===== config.mk =====
export PLATFORM = sky130hd
export DESIGN_NAME = cmds_diag_status
export DESIGN_NICKNAME = d
export VERILOG_FILES = /design/src/rtl/cmds_node_code.v /design/src/rtl/cmds_diag_status.v
export VERILOG_INCLUDE_DIRS = /design/src /design/src/rtl
export SDC_FILE = /design/constraint.sdc
export NUM_CORES = 1
export LEC_CHECK = 0
export ABC_CLOCK_PERIOD_IN_PS = 6090
export BUFFER_PORTS_ARGS = -buffer_cell sky130_fd_sc_hd__buf_4
export CAP_MARGIN = 20
export CELL_PAD_IN_SITES_DETAIL_PLACEMENT = 0
export CELL_PAD_IN_SITES_GLOBAL_PLACEMENT = 1
export CORE_MARGIN = 1.5
export CORE_UTILIZATION = 42
export CTS_CLUSTER_DIAMETER = 120
export DETAILED_ROUTE_END_ITERATION = 12
export PLACE_DENSITY = 0.85
export SLEW_MARGIN = 5
export SYNTH_ARGS = -nofsm -noshare
export SYNTH_HDL_FRONTEND = slang
export SYNTH_SLANG_ARGS = --single-unit

===== constraint.sdc =====
create_clock -name i_mclk -period 6.09 [get_ports i_mclk]
set_clock_uncertainty 0.1 [all_clocks]
set_input_delay 0.3045 -clock i_mclk [delete_from_list [all_inputs] [get_ports i_mclk]]
set_output_delay 0.3045 -clock i_mclk [all_outputs]
set_load 0.02 [all_outputs]

===== src/rtl/cmds_regs.vh =====
// constants for the master diagnostic status block
//
// How it works
// - the cycle counter goes up by exactly one each time a master cycle completes.
// - the box error count gives how many attached boxes have a nonzero box status word.
// - the diagnostic change flag goes to 1 when stored diagnostic data changed and stays 0 while it is unchanged.
// - the first global status word codes the master state as run 0, reset 1, offline 2 and stop 3.
// - the second global status word holds the receive error count low and the transmit error count high.
// - bit 0 of the third global status word shows bus-off and bit 1 shows the error warning limit.
// - bits 2, 3 and 4 of the third word flag receive, high-priority and low-priority transmit queue overflow.
// - bit 5 of the third word flags a transmission failure and bits 6 to 14 stay reserved.
// - bit 15 of the third word inverts on every sync message sent; two sent in one master cycle cancel in the snapshot.
// - the fourth word and a separate output both give the bus load in percent.
// - the failed-cycle counter goes up by one when a host task cycle starts while the bus cycle is unfinished.
// - node codes are 0 no error, 1 deactivated, 2 not found, 4 startup syntax, 5 startup mismatch, 8 starting.
// - node codes are 11 bus-off, 12 pre-operational, 13 severe fault, 14 toggle, 20 short, 22 missing, 23 partial.
// - node codes are 128 receive data partial, 129 pre-operational and 130 stopped.
// - the terminal-bus indicator is off when absent, on when idle, and flashes during traffic.
`ifndef CMDS_REGS_VH
`define CMDS_REGS_VH

// sizes
`define CMDS_NNODE        4
`define CMDS_NCOND        15

// apb byte addresses
`define CMDS_OFF_STATE    8'h00
`define CMDS_OFF_ERRCNT   8'h04
`define CMDS_OFF_COND     8'h08
`define CMDS_OFF_UTIL     8'h0c
`define CMDS_OFF_CYCLE    8'h10
`define CMDS_OFF_BOXERR   8'h14
`define CMDS_OFF_FAILED   8'h18
`define CMDS_OFF_DIAG     8'h1c
`define CMDS_OFF_CLEAR    8'h20
`define CMDS_OFF_NODES    8'h24

// master operating states
`define CMDS_ST_RUN       2'h0
`define CMDS_ST_RESET     2'h1
`define CMDS_ST_OFFLINE   2'h2
`define CMDS_ST_STOP      2'h3

// condition word bit positions
`define CMDS_B_BUSOFF     0
`define CMDS_B_WARN       1
`define CMDS_B_RXQ        2
`define CMDS_B_TXQ_HI     3
`define CMDS_B_TXQ_LO     4
`define CMDS_B_SENDERR    5
`define CMDS_B_SYNC       15

// node condition input positions
`define CMDS_C_DEACT      0
`define CMDS_C_NOTFOUND   1
`define CMDS_C_SDOSYN     2
`define CMDS_C_SDOMIS     3
`define CMDS_C_START      4
`define CMDS_C_BUSOFF     5
`define CMDS_C_PREOPERR   6
`define CMDS_C_SEVERE     7
`define CMDS_C_TOGGLE     8
`define CMDS_C_TXSHORT    9
`define CMDS_C_TXMISS     10
`define CMDS_C_TXPART     11
`define CMDS_C_RXPART     12
`define CMDS_C_PREOP      13
`define CMDS_C_STOPPED    14

// node status codes
`define CMDS_NC_OK        8'h00
`define CMDS_NC_DEACT     8'h01
`define CMDS_NC_NOTFOUND  8'h02
`define CMDS_NC_SDOSYN    8'h04
`define CMDS_NC_SDOMIS    8'h05
`define CMDS_NC_START     8'h08
`define CMDS_NC_BUSOFF    8'h0b
`define CMDS_NC_PREOPERR  8'h0c
`define CMDS_NC_SEVERE    8'h0d
`define CMDS_NC_TOGGLE    8'h0e
`define CMDS_NC_TXSHORT   8'h14
`define CMDS_NC_TXMISS    8'h16
`define CMDS_NC_TXPART    8'h17
`define CMDS_NC_RXPART    8'h80
`define CMDS_NC_PREOP     8'h81
`define CMDS_NC_STOPPED   8'h82

// timing: indicator flash half period
`define CMDS_CLK_KHZ      24'd125000
`define CMDS_FLASH_HALF_MS 24'd100
`define CMDS_FLASH_CYC    (`CMDS_FLASH_HALF_MS * `CMDS_CLK_KHZ)

`endif


===== src/rtl/cmds_node_code.v =====
// per-node status code encoder
`timescale 1ns/1ps
`default_nettype none
`include "cmds_regs.vh"

module cmds_node_code (
   input  wire [`CMDS_NCOND-1:0] i_cond,
   output reg  [7:0]             o_code
);

   // fixed priority: the most severe condition wins, so a dead node never looks merely partial
   always @* begin
      if (i_cond[`CMDS_C_DEACT])
         o_code = `CMDS_NC_DEACT;
      else if (i_cond[`CMDS_C_NOTFOUND])
         o_code = `CMDS_NC_NOTFOUND;
      else if (i_cond[`CMDS_C_SDOSYN])
         o_code = `CMDS_NC_SDOSYN;
      else if (i_cond[`CMDS_C_SDOMIS])
         o_code = `CMDS_NC_SDOMIS;
      else if (i_cond[`CMDS_C_START])
         o_code = `CMDS_NC_START;
      else if (i_cond[`CMDS_C_BUSOFF])
         o_code = `CMDS_NC_BUSOFF;
      else if (i_cond[`CMDS_C_SEVERE])
         o_code = `CMDS_NC_SEVERE;
      else if (i_cond[`CMDS_C_TOGGLE])
         o_code = `CMDS_NC_TOGGLE;
      else if (i_cond[`CMDS_C_PREOPERR])
         o_code = `CMDS_NC_PREOPERR;
      else if (i_cond[`CMDS_C_TXSHORT])
         o_code = `CMDS_NC_TXSHORT;
      else if (i_cond[`CMDS_C_TXMISS])
         o_code = `CMDS_NC_TXMISS;
      else if (i_cond[`CMDS_C_TXPART])
         o_code = `CMDS_NC_TXPART;
      else if (i_cond[`CMDS_C_RXPART])
         o_code = `CMDS_NC_RXPART;
      else if (i_cond[`CMDS_C_PREOP])
         o_code = `CMDS_NC_PREOP;
      else if (i_cond[`CMDS_C_STOPPED])
         o_code = `CMDS_NC_STOPPED;
      else
         o_code = `CMDS_NC_OK;
   end

endmodule
`default_nettype wire


===== src/rtl/cmds_diag_status.v =====
// can master diagnostic status block with apb register access
//
// Decided for this implementation: the placing of the registers and the APB register port.
`timescale 1ns/1ps
`default_nettype none
`include "cmds_regs.vh"

module cmds_diag_status #(
   parameter [23:0] FLASH_HALF_CYC = `CMDS_FLASH_CYC
) (
   input  wire                              i_mclk,
   input  wire                              i_rst,
   // apb slave
   input  wire                              i_psel,
   input  wire                              i_penable,
   input  wire                              i_pwrite,
   input  wire [7:0]                        i_paddr,
   input  wire [31:0]                       i_pwdata,
   input  wire [3:0]                        i_pstrb,
   output reg  [31:0]                       o_prdata,
   output reg                               o_pready,
   output reg                               o_pslverr,
   // master cycle events
   input  wire                              i_cycle_done,
   input  wire                              i_task_start,
   input  wire                              i_bus_cycle_busy,
   input  wire [1:0]                        i_op_state,
   // can controller status
   input  wire [7:0]                        i_rx_err_cnt,
   input  wire [7:0]                        i_tx_err_cnt,
   input  wire                              i_bus_off,
   input  wire                              i_warn_limit,
   input  wire                              i_rxq_ovf,
   input  wire                              i_txq_hi_ovf,
   input  wire                              i_txq_lo_ovf,
   input  wire                              i_send_err,
   input  wire                              i_sync_sent,
   input  wire [6:0]                        i_bus_load,
   // per-box and per-node state
   input  wire [`CMDS_NNODE-1:0]            i_box_status_nz,
   input  wire [`CMDS_NNODE*`CMDS_NCOND-1:0] i_node_cond,
   // terminal bus pins
   input  wire                              i_tbus_present,
   input  wire                              i_tbus_traffic,
   // outputs
   output reg  [6:0]                        o_bus_load_percent,
   output reg                               o_diag_change,
   output reg                               o_link_led
);

   // live state, updated as events arrive
   // counters are 16 bits and wrap; the host works with differences, so a wrap is harmless
   reg  [15:0] cycle_cnt_r;
   reg  [15:0] cycle_cnt_nxt;
   reg  [15:0] failed_cnt_r;
   reg  [15:0] failed_cnt_nxt;
   reg  [3:0]  sticky_r;
   reg  [3:0]  sticky_nxt;
   reg         sync_tgl_r;
   // snapshot seen by the host
   reg  [1:0]  snap_state_r;
   reg  [15:0] snap_err_r;
   reg  [15:0] snap_cond_r;
   reg  [6:0]  snap_util_r;
   reg  [3:0]  snap_boxerr_r;
   reg  [15:0] snap_failed_r;
   reg  [`CMDS_NNODE*8-1:0] snap_nodes_r;
   reg         diag_nxt;
   // combinational helpers
   wire [`CMDS_NNODE*8-1:0] node_code_w;
   reg  [3:0]  box_cnt;
   reg  [15:0] cond_now;
   reg         diag_changed;
   integer     k;

   // one encoder per node
   genvar g;
   generate
      for (g = 0; g < `CMDS_NNODE; g = g + 1) begin : g_node
         cmds_node_code u_code (
            .i_cond (i_node_cond[g*`CMDS_NCOND +: `CMDS_NCOND]),
            .o_code (node_code_w[g*8 +: 8])
         );
      end
   endgenerate

   // apb phases: a completed transfer is the access cycle in which pready is seen
   wire apb_done  = i_psel & i_penable & o_pready;
   wire wr_done   = apb_done & i_pwrite;
   wire rd_done   = apb_done & ~i_pwrite;
   // the clear bits all sit in byte lane 0, so only that strobe is honoured
   wire clr_wr    = wr_done & (i_paddr == `CMDS_OFF_CLEAR) & i_pstrb[0];
   wire diag_rd   = rd_done & (i_paddr == `CMDS_OFF_DIAG);

   // count boxes whose status word is nonzero
   // this count is independent of the node codes, which come from another source
   always @* begin
      box_cnt = 4'h0;
      for (k = 0; k < `CMDS_NNODE; k = k + 1)
         box_cnt = box_cnt + {3'h0, i_box_status_nz[k]};
   end

   // condition word as it would be captured at this edge
   always @* begin
      cond_now                     = 16'h0000;
      cond_now[`CMDS_B_BUSOFF]     = i_bus_off;
      cond_now[`CMDS_B_WARN]       = i_warn_limit;
      cond_now[`CMDS_B_RXQ]        = sticky_nxt[0];
      cond_now[`CMDS_B_TXQ_HI]     = sticky_nxt[1];
      cond_now[`CMDS_B_TXQ_LO]     = sticky_nxt[2];
      cond_now[`CMDS_B_SENDERR]    = sticky_nxt[3];
      cond_now[`CMDS_B_SYNC]       = sync_tgl_r ^ i_sync_sent;
   end

   // diagnostic content: node codes, state and flag bits; counters and load are excluded
   // since they move every cycle and would keep the flag stuck at one
   always @* begin
      diag_changed = (node_code_w != snap_nodes_r) |
                     (i_op_state != snap_state_r) |
                     (cond_now[5:0] != snap_cond_r[5:0]);
   end

   // next values of the live counters and sticky flags
   always @* begin
      cycle_cnt_nxt  = cycle_cnt_r;
      failed_cnt_nxt = failed_cnt_r;
      if (i_cycle_done)
         cycle_cnt_nxt = cycle_cnt_r + 16'h0001;
      if (i_task_start & i_bus_cycle_busy)
         failed_cnt_nxt = failed_cnt_r + 16'h0001;
      // a new overflow in the clearing cycle survives: set beats clear
      sticky_nxt = sticky_r & ~({4{clr_wr}} & i_pwdata[`CMDS_B_SENDERR:`CMDS_B_RXQ]);
      sticky_nxt = sticky_nxt | {i_send_err, i_txq_lo_ovf, i_txq_hi_ovf, i_rxq_ovf};
      // the flag rises on a change seen at cycle end; a read of it drops it, but a new
      // change in that same cycle keeps it up
      diag_nxt = o_diag_change;
      if (diag_rd)
         diag_nxt = 1'b0;
      if (i_cycle_done & diag_changed)
         diag_nxt = 1'b1;
   end

   // live state registers
   always @(posedge i_mclk or posedge i_rst) begin
      if (i_rst) begin
         cycle_cnt_r  <= 16'h0000;
         failed_cnt_r <= 16'h0000;
         sticky_r     <= 4'h0;
         sync_tgl_r   <= 1'b0;
         o_diag_change <= 1'b0;
      end else begin
         cycle_cnt_r  <= cycle_cnt_nxt;
         failed_cnt_r <= failed_cnt_nxt;
         sticky_r     <= sticky_nxt;
         // two sync messages inside one master cycle cancel in the snapshot: a known limit
         if (i_sync_sent)
            sync_tgl_r <= ~sync_tgl_r;
         o_diag_change <= diag_nxt;
      end
   end

   // snapshot: every host-visible word but the cycle counter, the change flag and the sticky flags is taken at the same
   // cycle end, so a read of those words never mixes values from two master cycles
   always @(posedge i_mclk or posedge i_rst) begin
      if (i_rst) begin
         snap_state_r       <= `CMDS_ST_RESET;
         snap_err_r         <= 16'h0000;
         snap_cond_r        <= 16'h0000;
         snap_util_r        <= 7'h00;
         snap_boxerr_r      <= 4'h0;
         snap_failed_r      <= 16'h0000;
         snap_nodes_r       <= {`CMDS_NNODE*8{1'b0}};
         o_bus_load_percent <= 7'h00;
      end else if (i_cycle_done) begin
         snap_state_r       <= i_op_state;
         snap_err_r         <= {i_tx_err_cnt, i_rx_err_cnt};
         snap_cond_r        <= cond_now;
         snap_util_r        <= i_bus_load;
         snap_boxerr_r      <= box_cnt;
         snap_failed_r      <= failed_cnt_nxt;
         snap_nodes_r       <= node_code_w;
         // the load output moves with the snapshot so both views of it agree
         o_bus_load_percent <= i_bus_load;
      end
   end

   // register read decode; unmapped addresses answer with an error
   // the cycle counter, the change flag and the sticky flags at the clear address are read live, every other status word from the snapshot
   reg [31:0] rdata_nxt;
   reg        hit;
   always @* begin
      rdata_nxt = 32'h0000_0000;
      hit       = 1'b1;
      case (i_paddr)
         `CMDS_OFF_STATE:  rdata_nxt = {30'h0, snap_state_r};
         `CMDS_OFF_ERRCNT: rdata_nxt = {16'h0, snap_err_r};
         `CMDS_OFF_COND:   rdata_nxt = {16'h0, snap_cond_r};
         `CMDS_OFF_UTIL:   rdata_nxt = {25'h0, snap_util_r};
         `CMDS_OFF_CYCLE:  rdata_nxt = {16'h0, cycle_cnt_r};
         `CMDS_OFF_BOXERR: rdata_nxt = {28'h0, snap_boxerr_r};
         `CMDS_OFF_FAILED: rdata_nxt = {16'h0, snap_failed_r};
         `CMDS_OFF_DIAG:   rdata_nxt = {31'h0, o_diag_change};
         `CMDS_OFF_CLEAR:  rdata_nxt = {26'h0, sticky_r, 2'h0};
         `CMDS_OFF_NODES:  rdata_nxt = snap_nodes_r;
         default:          hit       = 1'b0;
      endcase
   end

   // apb answer: pready rises in the second access cycle, data and error with it;
   // one wait state keeps the read mux off the bus path
   always @(posedge i_mclk or posedge i_rst) begin
      if (i_rst) begin
         o_pready  <= 1'b0;
         o_prdata  <= 32'h0000_0000;
         o_pslverr <= 1'b0;
      end else if (i_psel & i_penable & ~o_pready) begin
         o_pready  <= 1'b1;
         // a write gets no data back; its effect lands at the completing edge
         o_prdata  <= i_pwrite ? 32'h0000_0000 : rdata_nxt;
         o_pslverr <= ~hit;
      end else begin
         o_pready  <= 1'b0;
         o_prdata  <= 32'h0000_0000;
         o_pslverr <= 1'b0;
      end
   end

   // terminal bus pins cross in from outside: three stages, change accepted when
   // the second and third agree
   reg [2:0] pres_s_r;
   reg [2:0] traf_s_r;
   reg       pres_f_r;
   reg       traf_f_r;

   // stages reset low, matching an absent terminal bus, so no false change follows reset
   always @(posedge i_mclk or posedge i_rst) begin
      if (i_rst) begin
         pres_s_r <= 3'h0;
         traf_s_r <= 3'h0;
         pres_f_r <= 1'b0;
         traf_f_r <= 1'b0;
      end else begin
         pres_s_r <= {pres_s_r[1:0], i_tbus_present};
         traf_s_r <= {traf_s_r[1:0], i_tbus_traffic};
         if (pres_s_r[1] == pres_s_r[2])
            pres_f_r <= pres_s_r[2];
         if (traf_s_r[1] == traf_s_r[2])
            traf_f_r <= traf_s_r[2];
      end
   end

   // indicator state machine
   localparam [1:0] LED_OFF   = 2'h0;
   localparam [1:0] LED_ON    = 2'h1;
   localparam [1:0] LED_FLASH = 2'h2;

   // state register, its next value and the half-period timer of the flash
   reg [1:0]  led_st_r;
   reg [1:0]  led_st_nxt;
   reg [23:0] flash_cnt_r;

   always @* begin
      case (led_st_r)
         LED_OFF:   led_st_nxt = pres_f_r ? (traf_f_r ? LED_FLASH : LED_ON) : LED_OFF;
         LED_ON:    led_st_nxt = pres_f_r ? (traf_f_r ? LED_FLASH : LED_ON) : LED_OFF;
         LED_FLASH: led_st_nxt = pres_f_r ? (traf_f_r ? LED_FLASH : LED_ON) : LED_OFF;
         default:   led_st_nxt = LED_OFF;
      endcase
   end

   // the flash timer only runs during traffic; a burst shorter than one half period gives no blink
   always @(posedge i_mclk or posedge i_rst) begin
      if (i_rst) begin
         led_st_r    <= LED_OFF;
         flash_cnt_r <= 24'h000000;
         o_link_led  <= 1'b0;
      end else begin
         // outputs decode the next state, so the led moves at the same edge as the state
         led_st_r <= led_st_nxt;
         case (led_st_nxt)
            LED_OFF: begin
               flash_cnt_r <= 24'h000000;
               o_link_led  <= 1'b0;
            end
            LED_ON: begin
               flash_cnt_r <= 24'h000000;
               o_link_led  <= 1'b1;
            end
            LED_FLASH: begin
               // the count restarts on entry, so every blink lasts a full half period
               if (flash_cnt_r >= FLASH_HALF_CYC - 24'h000001) begin
                  flash_cnt_r <= 24'h000000;
                  o_link_led  <= ~o_link_led;
               end else begin
                  flash_cnt_r <= flash_cnt_r + 24'h000001;
               end
            end
            default: begin
               flash_cnt_r <= 24'h000000;
               o_link_led  <= 1'b0;
            end
         endcase
      end
   end

endmodule
`default_nettype wire


# --- After elaboration in Yosys (flattened, before gate mapping) ---
# Index checks and enable logic that the tools add are counted.
op_classes:
  shifts: 0
  reduce_logical: 5
  n_mul: 0
  n_eq_ne: 19
  n_addsub: 6
  bitwise_logic: 22
  div: 0
  n_mux: 76
  order_cmp: 1
op_table:
  columns: ["operator", "n"]
  rows:
  - ["2-to-1 mux 8 bit", 60]
  - ["one-hot mux 32 bit (10 select lines)", 1]
  - ["2-to-1 mux 32 bit", 2]
  - ["2-to-1 mux 24 bit", 2]
  - ["adder 16 x 1 -> 16 bit (second input constant)", 2]
  - ["== test 8 x 5 -> 1 bit (second input constant)", 4]
  - ["!= test 32 bit", 1]
  - ["adder 24 x 1 -> 24 bit (second input constant)", 1]
  - ["greater-or-equal comparator 24 bit (second input constant)", 1]
  - ["== test 8 x 4 -> 1 bit (second input constant)", 2]
  - ["== test 8 x 6 -> 1 bit (second input constant)", 2]
  - ["2-to-1 mux 16 bit", 1]
  - ["AND 1 bit", 10]
  - ["OR reduction 10 bit", 1]
  - ["AND 4 bit", 2]
  - ["== test 8 x 3 -> 1 bit (second input constant)", 1]
  - ["logical NOT 8 bit", 1]
  - ["2-to-1 mux 1 bit", 6]
  - ["2-to-1 mux 2 bit", 3]
  - ["!= test 6 bit", 1]
  - ["NOT 1 bit", 5]
  - ["adder 3 x 1 -> 4 bit", 1]
  - ["== test 2 x 1 -> 1 bit (second input constant)", 2]
  - ["== test 2 bit (second input constant)", 2]
  - ["other kinds (13)", 15]
word_totals:
  register_bits: 191
  n_memories: 0
  romBits: 0
  word_cells: 151
  mem_bits_rw: 0
  latch_bits: 0

# --- Longest topological paths before layout ---
# Gate-level depths: netlist (run 1).
logic_depth:
  word_depth: 20
  depth_mapped: 9
  mapped_depth_nobuf: 8

# --- Hierarchy ---
# From an unflattened synthesis (run 1), not the netlist that was laid out.
hier_totals:
  cells_unflattened: 820
  area_unflattened_um2: 9185.1
by_module_without_submodules:
  columns: ["mod", "area_per_inst_um2", "cells_each", "instances"]
  rows:
  - ["cmds_diag_status", 8439.3, 696, 1]
  - ["cmds_node_code", 186.4, 31, 4]

# --- Worst setup path before layout (run 1) ---
# Ideal clock, no wire load.
synth_path:
  path_type: "in2reg"
  from: "input port i_node_cond[15]"
  to: "register o_diag_change"
  path_buffers: 1
  setup_ns: 0.126
  t_arrival_ns: 2.493
  stages: 8
  slack_ns: 3.370
  cell_sequence: "buf_2 > or4_4 > or4b_2 > nor2_1 > xor2_1 > nor3_1 > nand4_1 > o32a_1"
synth_via:
  elab_chain_cells: 6
  elab_cells_between_ends: 7
  classes_between: "eq/ne: 1; mux: 2; bitwise: 3; reduce/logical: 1"
synth_rtl:
  columns: ["item", "line", "rtl"]
  rows:
  - ["start, declared", "cmds_diag_status.v:41", "input wire [`CMDS_NNODE*`CMDS_NCOND-1:0] i_node_cond,"]
  - ["2-to-1 mux 8 bit (*)", "cmds_node_code.v:13", "if (i_cond[`CMDS_C_DEACT])"]
  - ["!= test 32 bit (*)", "cmds_diag_status.v:118", "diag_changed = (node_code_w != snap_nodes_r) |"]
  - ["OR 1 bit (*)", "cmds_diag_status.v:118", null]
  - ["OR 1 bit (*)", "cmds_diag_status.v:119", "(i_op_state != snap_state_r) |"]
  - ["AND 1 bit (*)", "cmds_diag_status.v:139", "if (i_cycle_done & diag_changed)"]
  - ["2-to-1 mux 1 bit or nonzero test 2 bit (tied branches)", null, null]
  - ["end signal, assigned", "cmds_diag_status.v:158", "o_diag_change <= diag_nxt;"]
  - ["end, declared", "cmds_diag_status.v:47", "output reg o_diag_change,"]
# Mark *: on every way between the ends. The rest lies on a longest branch, timed or not.
# A chain may end at the register's enable or synchronous reset.

# --- Final worst setup path (run 1) ---
layout_path:
  from: "register flash_cnt_r[8]"
  to: "register flash_cnt_r[15]"
layout_via:
  elab_chain_cells: 3
  elab_cells_between_ends: 4
  classes_between: "add/sub: 1; order compare: 1; mux: 2"
layout_rtl:
  columns: ["item", "line", "rtl"]
  rows:
  - ["start, declared", "cmds_diag_status.v:260", "reg [23:0] flash_cnt_r;"]
  - ["start signal, assigned", "cmds_diag_status.v:295", "flash_cnt_r <= flash_cnt_r + 24'h000001;"]
  - ["adder 24 x 1 -> 24 bit or greater-or-equal comparator 24 bit (tied branches)", "cmds_diag_status.v:295, cmds_diag_status.v:291", null]
  - ["2-to-1 mux 24 bit (*)", "cmds_diag_status.v:291", "if (flash_cnt_r >= FLASH_HALF_CYC - 24'h000001) begin"]
  - ["2-to-1 mux 24 bit (*)", "cmds_diag_status.v:280", "case (led_st_nxt)"]
# Marks and branches as above.

==> reports/metrics.csv, run 1 <==
metric,value,unit
initial core utilization,43.1,%
number of synthesized flops with an enable pin,0,
Worst-path clk slew,0.07,ns
Final Hold Viols,0,
sequential area share after synthesis,50.8,%
GPL Wtd Cong,0.876,
fin nets,1155,
Final min period,2.87,ns
IO buf count,157,
maxcap violations,0,
clk root buf,clkbuf_16,
top-level port count,193,
H-tree depth,4,
DR vias/cell,5.54,
Internal,2110,uW
Crit Path Max Fanout,23,
Fillers,1812,
row count,52,
Routed WL per cell,18.1,um
DRC,0,
largest net degree at the start of global routing,80,
Max-slew headroom,34.7,%
Syn Area/Cell,10.8,um^2
Num CTS Buffers,17,
FMAX,0.349,GHz
first-pass GRT wire length,36100,um
synthesized flop and latch total,178,
Post-DP Area,10200,um^2
Die Area,21800,um^2
Resized Gates After CTS,0,
CP arrival,3.11,ns
fin crit share,47.1,%
Worst Tran Pin Value,0.979,ns
CP Launch Type,flip-flop,
maximum vdd drop,0.207,mV
Power Density,260,nW/um^2
CTS Buffer Depth,2,
# hold bufs at CTS,20,
outcome,completed,
"Power, Total",2880,uW
Setup WS post-layout,3.22,ns
setup TNS,0,ns
ratio of cells with drive above 1 in the final layout,28.7,%
crit path capture type,flip-flop,
Switch Pwr,772,uW
Seq pwr share,48.5,%
DP Worst Slack,3.06,ns
width of the die,148,um
"Top FF cell, synth",dfrtp_1,
worst-skew pair later-pin latency,0.43,ns
WS Path Type,flip-flop to flip-flop,
Synth Cell Area,8780,um^2
clk sink count,178,
gr ovfl total,0,
Slew Limit Fails,0,
Pleak,0.00489,uW
Detail Route Antenna Nets,0,
RSZ-0062 raised after global routing,no,
Post-synth ARST share,100,%
Sw Share,26.8,%
Netlist cell types,73,
clock share of power,37.6,%
height of the die,148,um
Worst Hold Class,input port to flip-flop,
first drt pass iteration count,5,
Comb pwr share,13.9,%
CTS tree,yes,
Syn Inst Count,816,
# setup viols final,0,
"Area growth, synth to finish",26.3,%
Post-Route Utilization,54.5,%
Ys Warns,0,
Worst EP required,6.33,ns
routed via count,7089,
initial antenna violation count,0,
Antenna Diode Count,0,
Post-CTS Setup Repair Bufs,0,
post-route cell area,11100,um^2
1st-iter DRT viols,530,
Core Footprint,20400,um^2
Post-Route WL,23200,um
Post-DP HPWL,17100,um
GRT Resource Usage Total,21.6,%
vias in the first global route,6769,
[sequential cells by signal (all words and copies together), names as in the netlist, 7 cells and up]
| name | cells |
|---|---|
| snap_err_r | 16 |
| flash_cnt_r | 24 |
| snap_cond_r | 7 |
| o_prdata | 28 |
| snap_util_r | 7 |
| snap_failed_r | 16 |
| snap_nodes_r | 24 |
| cycle_cnt_r | 16 |
| failed_cnt_r | 16 |
[logic make-up (layout without fill, tap and decap cells)]
| kind of cell | after synthesis | in the layout | share of synthesized area (%) |
|---|---|---|---|
| AOI/OAI and AO/OA | 141 | 141 | 11.7 |
| xor gates and xnor gates | 67 | 67 | 6.77 |
| adders and majority gates | 10 | 10 | 1.45 |
| buffers and inverters | 63 | 253 | 2.96 |
| DFF | 178 | 178 | 50.8 |
| muxes | 75 | 75 | 9.55 |
| other | 1 | 4 | 0.0427 |
| and+or+nand+nor | 281 | 281 | 16.8 |
[final timing paths]
path / startpoint / to / slack, ns / cells past startpoint
max: flash_cnt_r[8]$_DFF_PP0_ / flash_cnt_r[15]$_DFF_PP0_ / 3.22 / 7
min: i_tx_err_cnt[1] / snap_err_r[9]$_DFFE_PP0P_ / 0.01 / 2
max reg2reg: flash_cnt_r[8]$_DFF_PP0_ / flash_cnt_r[15]$_DFF_PP0_ / 3.22 / 7
min reg2reg: pres_s_r[0]$_DFF_PP0_ / pres_s_r[1]$_DFF_PP0_ / 0.25 / 0
max in group asynchronous: i_rst / snap_failed_r[12]$_DFFE_PP0P_ / 4.78 / 5
min in group asynchronous: i_rst / o_prdata[17]$_DFF_PP0_ / 0.26 / 3
[metrics by stage]
step / hold WS, ns / std cells
after floorplan: 0.231 / 819
after global placement: 0.158 / 1223
after detailed placement: 0.156 / 1223
after CTS: 0.00264 / 1274
after global routing: 0.00273 / 1279
final: 0.0149 / 1279
[power by group through the flow]
stage | combinational (uW) | sequential, uW | clock (uW)
2_1_floorplan | 237 | 1390 | 0
3_3_place_gp | 376 | 1410 | 0
3_5_place_dp | 385 | 1410 | 0
4_1_cts | 397 | 1390 | 1100
5_1_grt | 438 | 1410 | 1160
6_report | 400 | 1400 | 1080
[cells in the mapped netlist (13+ instances only)]
cell,instances,area share [%]
nand4_1,16,1.1
inv_1,34,1.5
nor2_1,82,3.5
xor2_1,33,3.3
nand3_1,18,1.0
nor4_1,13,0.93
xnor2_1,33,3.3
mux2_2,70,9.0
a22oi_1,27,2.3
o21ai_0,16,0.91
nor3_1,34,1.9
a21oi_1,27,1.5
dfrtp_1,177,50
nand2_1,42,1.8
clkbuf_1,22,0.94
[placed cells by master, fill, tap and decap left out, types with 4 or more instances in the layout]
cell type,instances
a22oi_1,27
dfrtp_1,177
mux2i_1,5
xnor2_1,33
nor4_1,12
and2_1,11
conb_1,4
or3_1,5
and4_1,6
clkinv_2,4
xor2_1,33
nor3_1,34
buf_4,164
a211oi_1,7
or4_1,7
inv_1,33
a31oi_1,7
o211ai_1,4
a2111oi_0,4
and3_1,10
nand2_1,42
ha_1,7
a222oi_1,9
nand2b_1,10
nand3_1,18
nand4_1,16
a21oi_1,27
clkbuf_16,17
nor2b_1,5
nor2_1,82
mux2_2,70
o21ai_0,16
dlygate4sd3_1,22
[layer usage]
| metal | track usage [%] | vias up | wire, um |
|---|---|---|---|
| met5 | 0 | - | 0 |
| met1 | 31.1 | 3518 | 10500 |
| met3 | 5.52 | 20 | 1650 |
| met2 | 32.5 | 223 | 10800 |
| li1 | - | 3328 | - |
| met4 | 5.30 | 0 | 291 |
[worst max-delay path, cell delays in order, from the launching register on]
cell and delay (ns):
dfrtp_1 0.42, or4_1 0.54, o311a_1 0.29, o21ai_0 0.18, a21oi_1 0.10, o21ai_0 0.33, nand2_1 0.55, nor2_1 0.26
[area by class of cell]
class                   count  area, um^2  share of cell area (%)
flip-flops and latches    178        4460                    40.2
multi-input cells         578        4080                    36.8
repair buffers            188        1510                    13.6
clock buffers              18         439                    3.96
well taps                 270         338                    3.05
clock inverters            13         138                    1.24
inverters                  34         133                    1.20
Note: power is estimated with default switching activity, not from simulation.
==> inputs of run 2 (changes only) <==
ABC_AREA = 1   (was default)
ABC_CLOCK_PERIOD_IN_PS = 2580   (was 6090)
CORE_UTILIZATION = 36   (was 42)
PLACE_DENSITY = 0.81   (was 0.85)
clock period = 2.58 ns   (was 6.09 ns; I/O delays follow)
==> reports/metrics.csv, run 2 <==
metric,value,unit,change
Largest Register,o_prdata,,
Core Footprint,25200,um^2,+24%
initial antenna violation count,0,,unchanged
Pleak,0.00605,uW,+24%
Internal,5210,uW,+150%
clk sink count,178,,unchanged
WP buf/inv,4,,+4
max reg flops,28,,unchanged
CP max stage cell,dlygate4sd3_1,,
hold-critical path depth,4,,+2
Comb pwr share,14.6,%,+0.7 points
largest net degree at the start of global routing,79,,-1.3%
CP Launch Type,input port,,
crit path capture type,flip-flop,,
"most common cell after layout, fill and taps aside",nand2_1,,
DR vias/cell,4.61,,-17%
GR Util met2,31.2,%,-1.3 points
Netlist cell types,49,,-33%
hold wc startpoint,i_paddr[3],,
Resized Gates After CTS,0,,unchanged
fin crit share,83.6,%,
Detail Route Antenna Nets,0,,unchanged
Setup WS post-layout,0.424,ns,-2.80 ns
GPL Wtd Cong,0.800,,-8.6%
r2r worst-path depth,9,,+2
Post-CTS Setup Repair Bufs,0,,unchanged
row count,58,,+12%
Antenna Diode Count,0,,unchanged
crit-path cells,"dlygate4sd3_1, buf_4, inv_1, nand2_1, nor2_1, nand2_1, nand2_1, nand2_1, inv_1, nand2_1, nor2_1, nand2_1, nor2_1, nand3_1, nor2_1, nand3_1, nand2_1, nand2_1",,
Routed WL per cell,14.0,um,-23%
Seq pwr share,45.6,%,-2.9 points
RSZ-0062 raised after global routing,no,,
outcome,completed,,
vias in the first global route,7981,,+18%
Synth Cell Area,9230,um^2,+5.2%
flop2flop setup slack,0.42,ns,-2.80 ns
Post-DP HPWL,17900,um,+5.0%
maxcap violations,0,,unchanged
sequential area share after synthesis,48.3,%,-2.5 points
Post-DP Area,10800,um^2,+5.9%
DP Worst Slack,0.438,ns,-2.62 ns
gr ovfl total,0,,unchanged
Post-Route WL,24400,um,+5.1%
ratio of cells with drive above 1 in the final layout,18.0,%,-11 points
"Area growth, synth to finish",31.2,%,
hold_ws,0.00901,ns,-0.00590 ns
most common cell in the synthesized netlist,nand2_1,,
GRT Resource Usage Total,19.0,%,-2.6 points
Power Density,586,nW/um^2,+130%
setup TNS,0,ns,unchanged
FMAX,0.464,GHz,
maximum vdd drop,0.340,mV,+64%
Crit Path Max Fanout,5,,-78%
# hold bufs at CTS,64,,+220%
synth top area cells,"dfrtp_1 48%, nand2_1 13%, inv_1 7.2%",,
CTS tree,yes,,
IO buf count,157,,unchanged
routed via count,8041,,+13%
initial core utilization,36.7,%,-6.4 points
H-tree depth,4,,unchanged
"commonest non-fill, non-tap cells in the layout","328 x nand2_1, 177 x dfrtp_1, 175 x inv_1",,
clock share of power,39.8,%,+2.2 points
Num CTS Buffers,17,,unchanged
DRC,0,,unchanged
Die Area,26600,um^2,+22%
hold endpoint,o_diag_change$_DFFE_PP0P_,,
Worst Tran Pin Value,0.865,ns,-0.114 ns
met1 usage,26.1,%,-5.1 points
"Top FF cell, synth",dfrtp_1,,
Worst EP required,2.79,ns,-3.54 ns
Max-slew headroom,42.2,%,+7.5 points
biggest regs,"o_prdata x28, flash_cnt_r x24, snap_nodes_r x24",,
capturing point of the worst reg2reg path,snap_failed_r[14]$_DFFE_PP0P_,,
width of the die,163,um,+11%
reg2reg start,failed_cnt_r[1]$_DFF_PP0_,,
Slew Limit Fails,0,,unchanged
Yosys top cell area share,48.0,%,-2.5 points
global route hottest layer,met2,,
Syn Area/Cell,7.85,um^2,-27%
fin nets,1562,,+35%
1st-iter DRT viols,379,,-28%
most used cell along the critical path,nand2_1,,
Post-Route Utilization,48.1,%,-6.4 points
synthesized flop and latch total,178,,unchanged
synth cell count leaders,"328 x nand2_1, 177 x dfrtp_1, 177 x inv_1",,
post-route cell area,12100,um^2,+9.2%
CP arrival,2.36,ns,-0.75 ns
family with the most delay on the worst path,simple AND/OR/NAND/NOR gates,,
height of the die,163,um,+11%
# setup viols final,0,,unchanged
WS Path Type,input port to flip-flop,,
Post-synth ARST share,100,%,unchanged
Sw Share,26.5,%,-0.29 points
Switch Pwr,1880,uW,+140%
first-pass GRT wire length,39600,um,+9.6%
Final Hold Viols,0,,unchanged
worst-skew pair later-pin latency,0.43,ns,about the same
Ys Warns,0,,unchanged
top-level port count,193,,unchanged
CTS Buffer Depth,2,,unchanged
number of synthesized flops with an enable pin,0,,unchanged
Worst-path clk slew,0.06,ns,about the same
max incr delay on CP,0.54,ns,about the same
Syn Inst Count,1177,,+44%
post-synth top area cell,dfrtp_1,,
Worst Hold Class,input port to flip-flop,,
first drt pass iteration count,5,,unchanged
clk root buf,clkbuf_16,,
Final min period,2.16,ns,
met3 Track Usage GR,3.53,%,-2.0 points
==> run 2: changes by cell type after synthesis, sizes merged, moves of 12 or more <==
cell | before | now
xnor2 | 34 | 8
and2 | 12 | 0
a22oi | 27 | 0
nand2 | 42 | 334
nand3 | 18 | 67
mux2 | 70 | 1
nor2 | 82 | 136
o21ai | 16 | 70
inv | 34 | 181
o22ai | 1 | 14
==> run 2: cell type report <==
type	count	area, um^2
Clock buffer	18	429
Timing Repair Buffer	234	1950
Tap cell	330	413
Fill cell	2452	13100
Clock inverter	12	205
Multi-Input combinational cell	792	3970
Sequential cell	178	4460
Inverter	181	683
==> run 2: per-stage QoR <==
stage               total power (uW)  cells
floorplan                       3850   1180
global placement                4220   1651
detailed placement              4240   1651
CTS                             7160   1745
global route                    7430   1745
finish                          7090   1745
==> run 2: power by group through the flow <==
stage          clock [uW]  sequential, uW  combinational, uW
4_1_cts              2870            3230               1050
3_3_place_gp            0            3270                946
6_report             2820            3240               1040
5_1_grt              2970            3260               1190
2_1_floorplan           0            3250                602
3_5_place_dp            0            3280                962
==> run 2: how the worst max path moves through the flow <==
stage / from / to / cells past startpoint
3_5_place_dp: flash_cnt_r[0]$_DFF_PP0_ / flash_cnt_r[22]$_DFF_PP0_ / 12
2_1_floorplan: i_rst / cycle_cnt_r[0]$_DFFE_PP0P_ / 1
4_1_cts: i_node_cond[45] / o_diag_change$_DFFE_PP0P_ / 16
5_1_grt: i_node_cond[45] / o_diag_change$_DFFE_PP0P_ / 16
6_report: i_node_cond[45] / o_diag_change$_DFFE_PP0P_ / 18
3_3_place_gp: i_paddr[1] / o_diag_change$_DFFE_PP0P_ / 15
==> run 2: cells by family (layout without fill, tap and decap cells) <==
| group | after synthesis | in the layout | synth area share, % |
|---|---|---|---|
| other | 1 | 4 | 0.0406 |
| XOR/XNOR | 36 | 36 | 3.41 |
| buffers and inverters | 210 | 445 | 8.85 |
| flip-flops | 178 | 178 | 48.3 |
| AO/OA/AOI/OAI | 145 | 145 | 8.82 |
| multiplexers | 1 | 1 | 0.122 |
| adder cells (fa/ha/maj) | 10 | 10 | 1.38 |
| AND/OR/NAND/NOR | 596 | 596 | 29.1 |
==> run 2: worst register-to-register path: stages, from the launching register on <==
cell and delay [ns]:
dfrtp_1 0.38, ha_1 0.17, inv_1 0.07, nor3_4 0.21
nand4_1 0.20, inv_1 0.13, nand3_1 0.10, or3_1 0.35
xor2_1 0.23, o21ai_1 0.09
==> run 2: layer usage <==
metal / up-vias / wire length (um)
met5: - / 0
met1: 3691 / 11600
met4: 0 / 330
li1: 4158 / -
met2: 172 / 11400
met3: 20 / 1020
==> inputs of run 3 (changes only) <==
ABC_AREA = 0   (was 1)
ABC_CLOCK_PERIOD_IN_PS = 1800   (was 2580)
CORE_UTILIZATION = 38   (was 36)
clock period = 1.8 ns   (was 2.58 ns; I/O delays follow)
==> reports/metrics.csv, run 3 (synthesis gave the netlist of run 1 again) <==
metric,value,unit,change
Slew Limit Fails,0,,unchanged
DR vias/cell,5.29,,+15%
hold endpoint,snap_nodes_r[28]$_DFFE_PP0P_,,
1st-iter DRT viols,580,,+53%
Core Footprint,22600,um^2,-10%
WS Path Type,flip-flop to flip-flop,,
Post-DP HPWL,19300,um,+7.9%
max incr delay on CP,0.53,ns,about the same
largest net degree at the start of global routing,89,,+13%
hold_ws,0.0225,ns,+0.0135 ns
GRT Resource Usage Total,22.4,%,+3.3 points
Pleak,0.00600,uW,-0.75%
Worst-path clk slew,0.07,ns,about the same
reg2reg start,flash_cnt_r[7]$_DFF_PP0_,,
H-tree depth,4,,unchanged
width of the die,155,um,-5.0%
crit-path cells,"or4_4, o311a_1, o21ai_1, a21oi_1, o21ai_2, mux2_4, a32o_1",,
maxcap violations,0,,unchanged
Post-Route WL,26600,um,+9.1%
r2r worst-path depth,7,,-2
Detail Route Antenna Nets,0,,unchanged
biggest regs,"o_prdata x28, flash_cnt_r x24, snap_nodes_r x24",,
first-pass GRT wire length,41600,um,+5.1%
Die Area,24000,um^2,-9.8%
Post-Route Utilization,57.9,%,+9.8 points
Worst Hold Class,input port to flip-flop,,
FMAX,0.430,GHz,
fin nets,1358,,-13%
CP Launch Type,flip-flop,,
row count,55,,-5.2%
clk root buf,clkbuf_16,,
capturing point of the worst reg2reg path,o_link_led$_DFFE_PP0P_,,
GPL Wtd Cong,0.921,,+15%
first drt pass iteration count,6,,+1
initial core utilization,38.8,%,+2.1 points
initial antenna violation count,0,,unchanged
Largest Register,o_prdata,,
routed via count,7920,,-1.5%
Final min period,2.33,ns,
outcome,"complete, but fails checks",,
maximum vdd drop,0.813,mV,+140%
ratio of cells with drive above 1 in the final layout,42.1,%,+24 points
Setup WS post-layout,-0.527,ns,-0.951 ns
CTS Buffer Depth,2,,unchanged
setup TNS,-11.70,ns,-11.70 ns
DRC,0,,unchanged
crit path capture type,flip-flop,,
"most common cell after layout, fill and taps aside",buf_4,,
hold wc startpoint,i_node_cond[47],,
max reg flops,28,,unchanged
vias in the first global route,7832,,-1.9%
Final Hold Viols,0,,unchanged
IO buf count,157,,unchanged
Max-slew headroom,56.0,%,+14 points
RSZ-0062 raised after global routing,yes,,
fin crit share,129,%,
flop2flop setup slack,-0.53,ns,-0.95 ns
CTS tree,yes,,
Crit Path Max Fanout,2,,-3
"Area growth, synth to finish",49.4,%,
Num CTS Buffers,17,,unchanged
Routed WL per cell,17.7,um,+27%
worst-skew pair later-pin latency,0.43,ns,about the same
top-level port count,193,,unchanged
# setup viols final,30,,+30
Power Density,802,nW/um^2,+37%
Antenna Diode Count,0,,unchanged
"commonest non-fill, non-tap cells in the layout","331 x buf_4, 177 x dfrtp_1, 65 x mux2_2, 65 x nor2_1, 42 x dlygate4sd3_1",,
clk sink count,178,,unchanged
Post-DP Area,11700,um^2,+8.1%
post-route cell area,13100,um^2,+8.3%
Worst EP required,2.02,ns,-0.77 ns
Worst Tran Pin Value,0.659,ns,-0.205 ns
hold-critical path depth,4,,unchanged
gr ovfl total,0,,unchanged
height of the die,155,um,-5.0%
CP arrival,2.54,ns,+0.18 ns
CP max stage cell,or4_4,,
failing checks,setup timing,,
-- run 3: layer usage --
| layer | wire length, um | track usage (%) |
|---|---|---|
| met4 | 305 | 5.40 |
| met5 | 0 | 0 |
| met2 | 12600 | 35.6 |
| met1 | 12000 | 31.6 |
| met3 | 1680 | 4.15 |
-- run 3: critical path: cells and delay by family (launching register included) --
family          cells  cell delay (ns)
simple gates        1             0.53
compound gates      5             0.87
flops               1             0.39
mux                 1             0.32
-- run 3: metrics by stage --
step	power (uW)	setup WS (ns)	cells
after global placement	6400	-0.707	1411
after floorplan	5510	-0.670	819
after detailed placement	6450	-0.760	1411
after global routing	11000	-0.646	1498
after CTS	10600	-0.522	1493
final	10500	-0.527	1498
-- run 3: worst max-delay path by stage --
stage                        startpoint                         end  slack (ns)
3_5_place_dp            i_node_cond[40]   o_diag_change$_DFFE_PP0P_       -0.76
4_1_cts        flash_cnt_r[7]$_DFF_PP0_      o_link_led$_DFFE_PP0P_       -0.52
5_1_grt        flash_cnt_r[7]$_DFF_PP0_      o_link_led$_DFFE_PP0P_       -0.65
3_3_place_gp            i_node_cond[40]   o_diag_change$_DFFE_PP0P_       -0.71
2_1_floorplan                     i_rst  cycle_cnt_r[0]$_DFFE_PP0P_       -0.67
6_report       flash_cnt_r[7]$_DFF_PP0_      o_link_led$_DFFE_PP0P_       -0.53
-- run 3: power breakdown --
part / internal, uW / switching (uW)
combinational: 1040 / 848
clock: 2350 / 1630
sequential: 4360 / 286
-- run 3: final cells by class --
type,count,area [um^2]
clock buffer,18,429
clock inverter,14,200
fill,1884,9520
inverter,34,131
multi-input combinational,578,4300
sequential,178,4460
tap,285,357
timing repair buffer,391,3240
-- run 3: repair_timing --
| item | 4_1_cts | 5_1_grt |
|---|---|---|
| endpoints found under the hold margin | 58 | 0 |
| setup buffers | 6 | 6 |
| resized for setup | 37 | 18 |
| pin swaps | 19 | 15 |
| cloned | 1 | 1 |
| hold buffers | 43 | 0 |
| endpoints found under the setup margin | 31 | 49 |
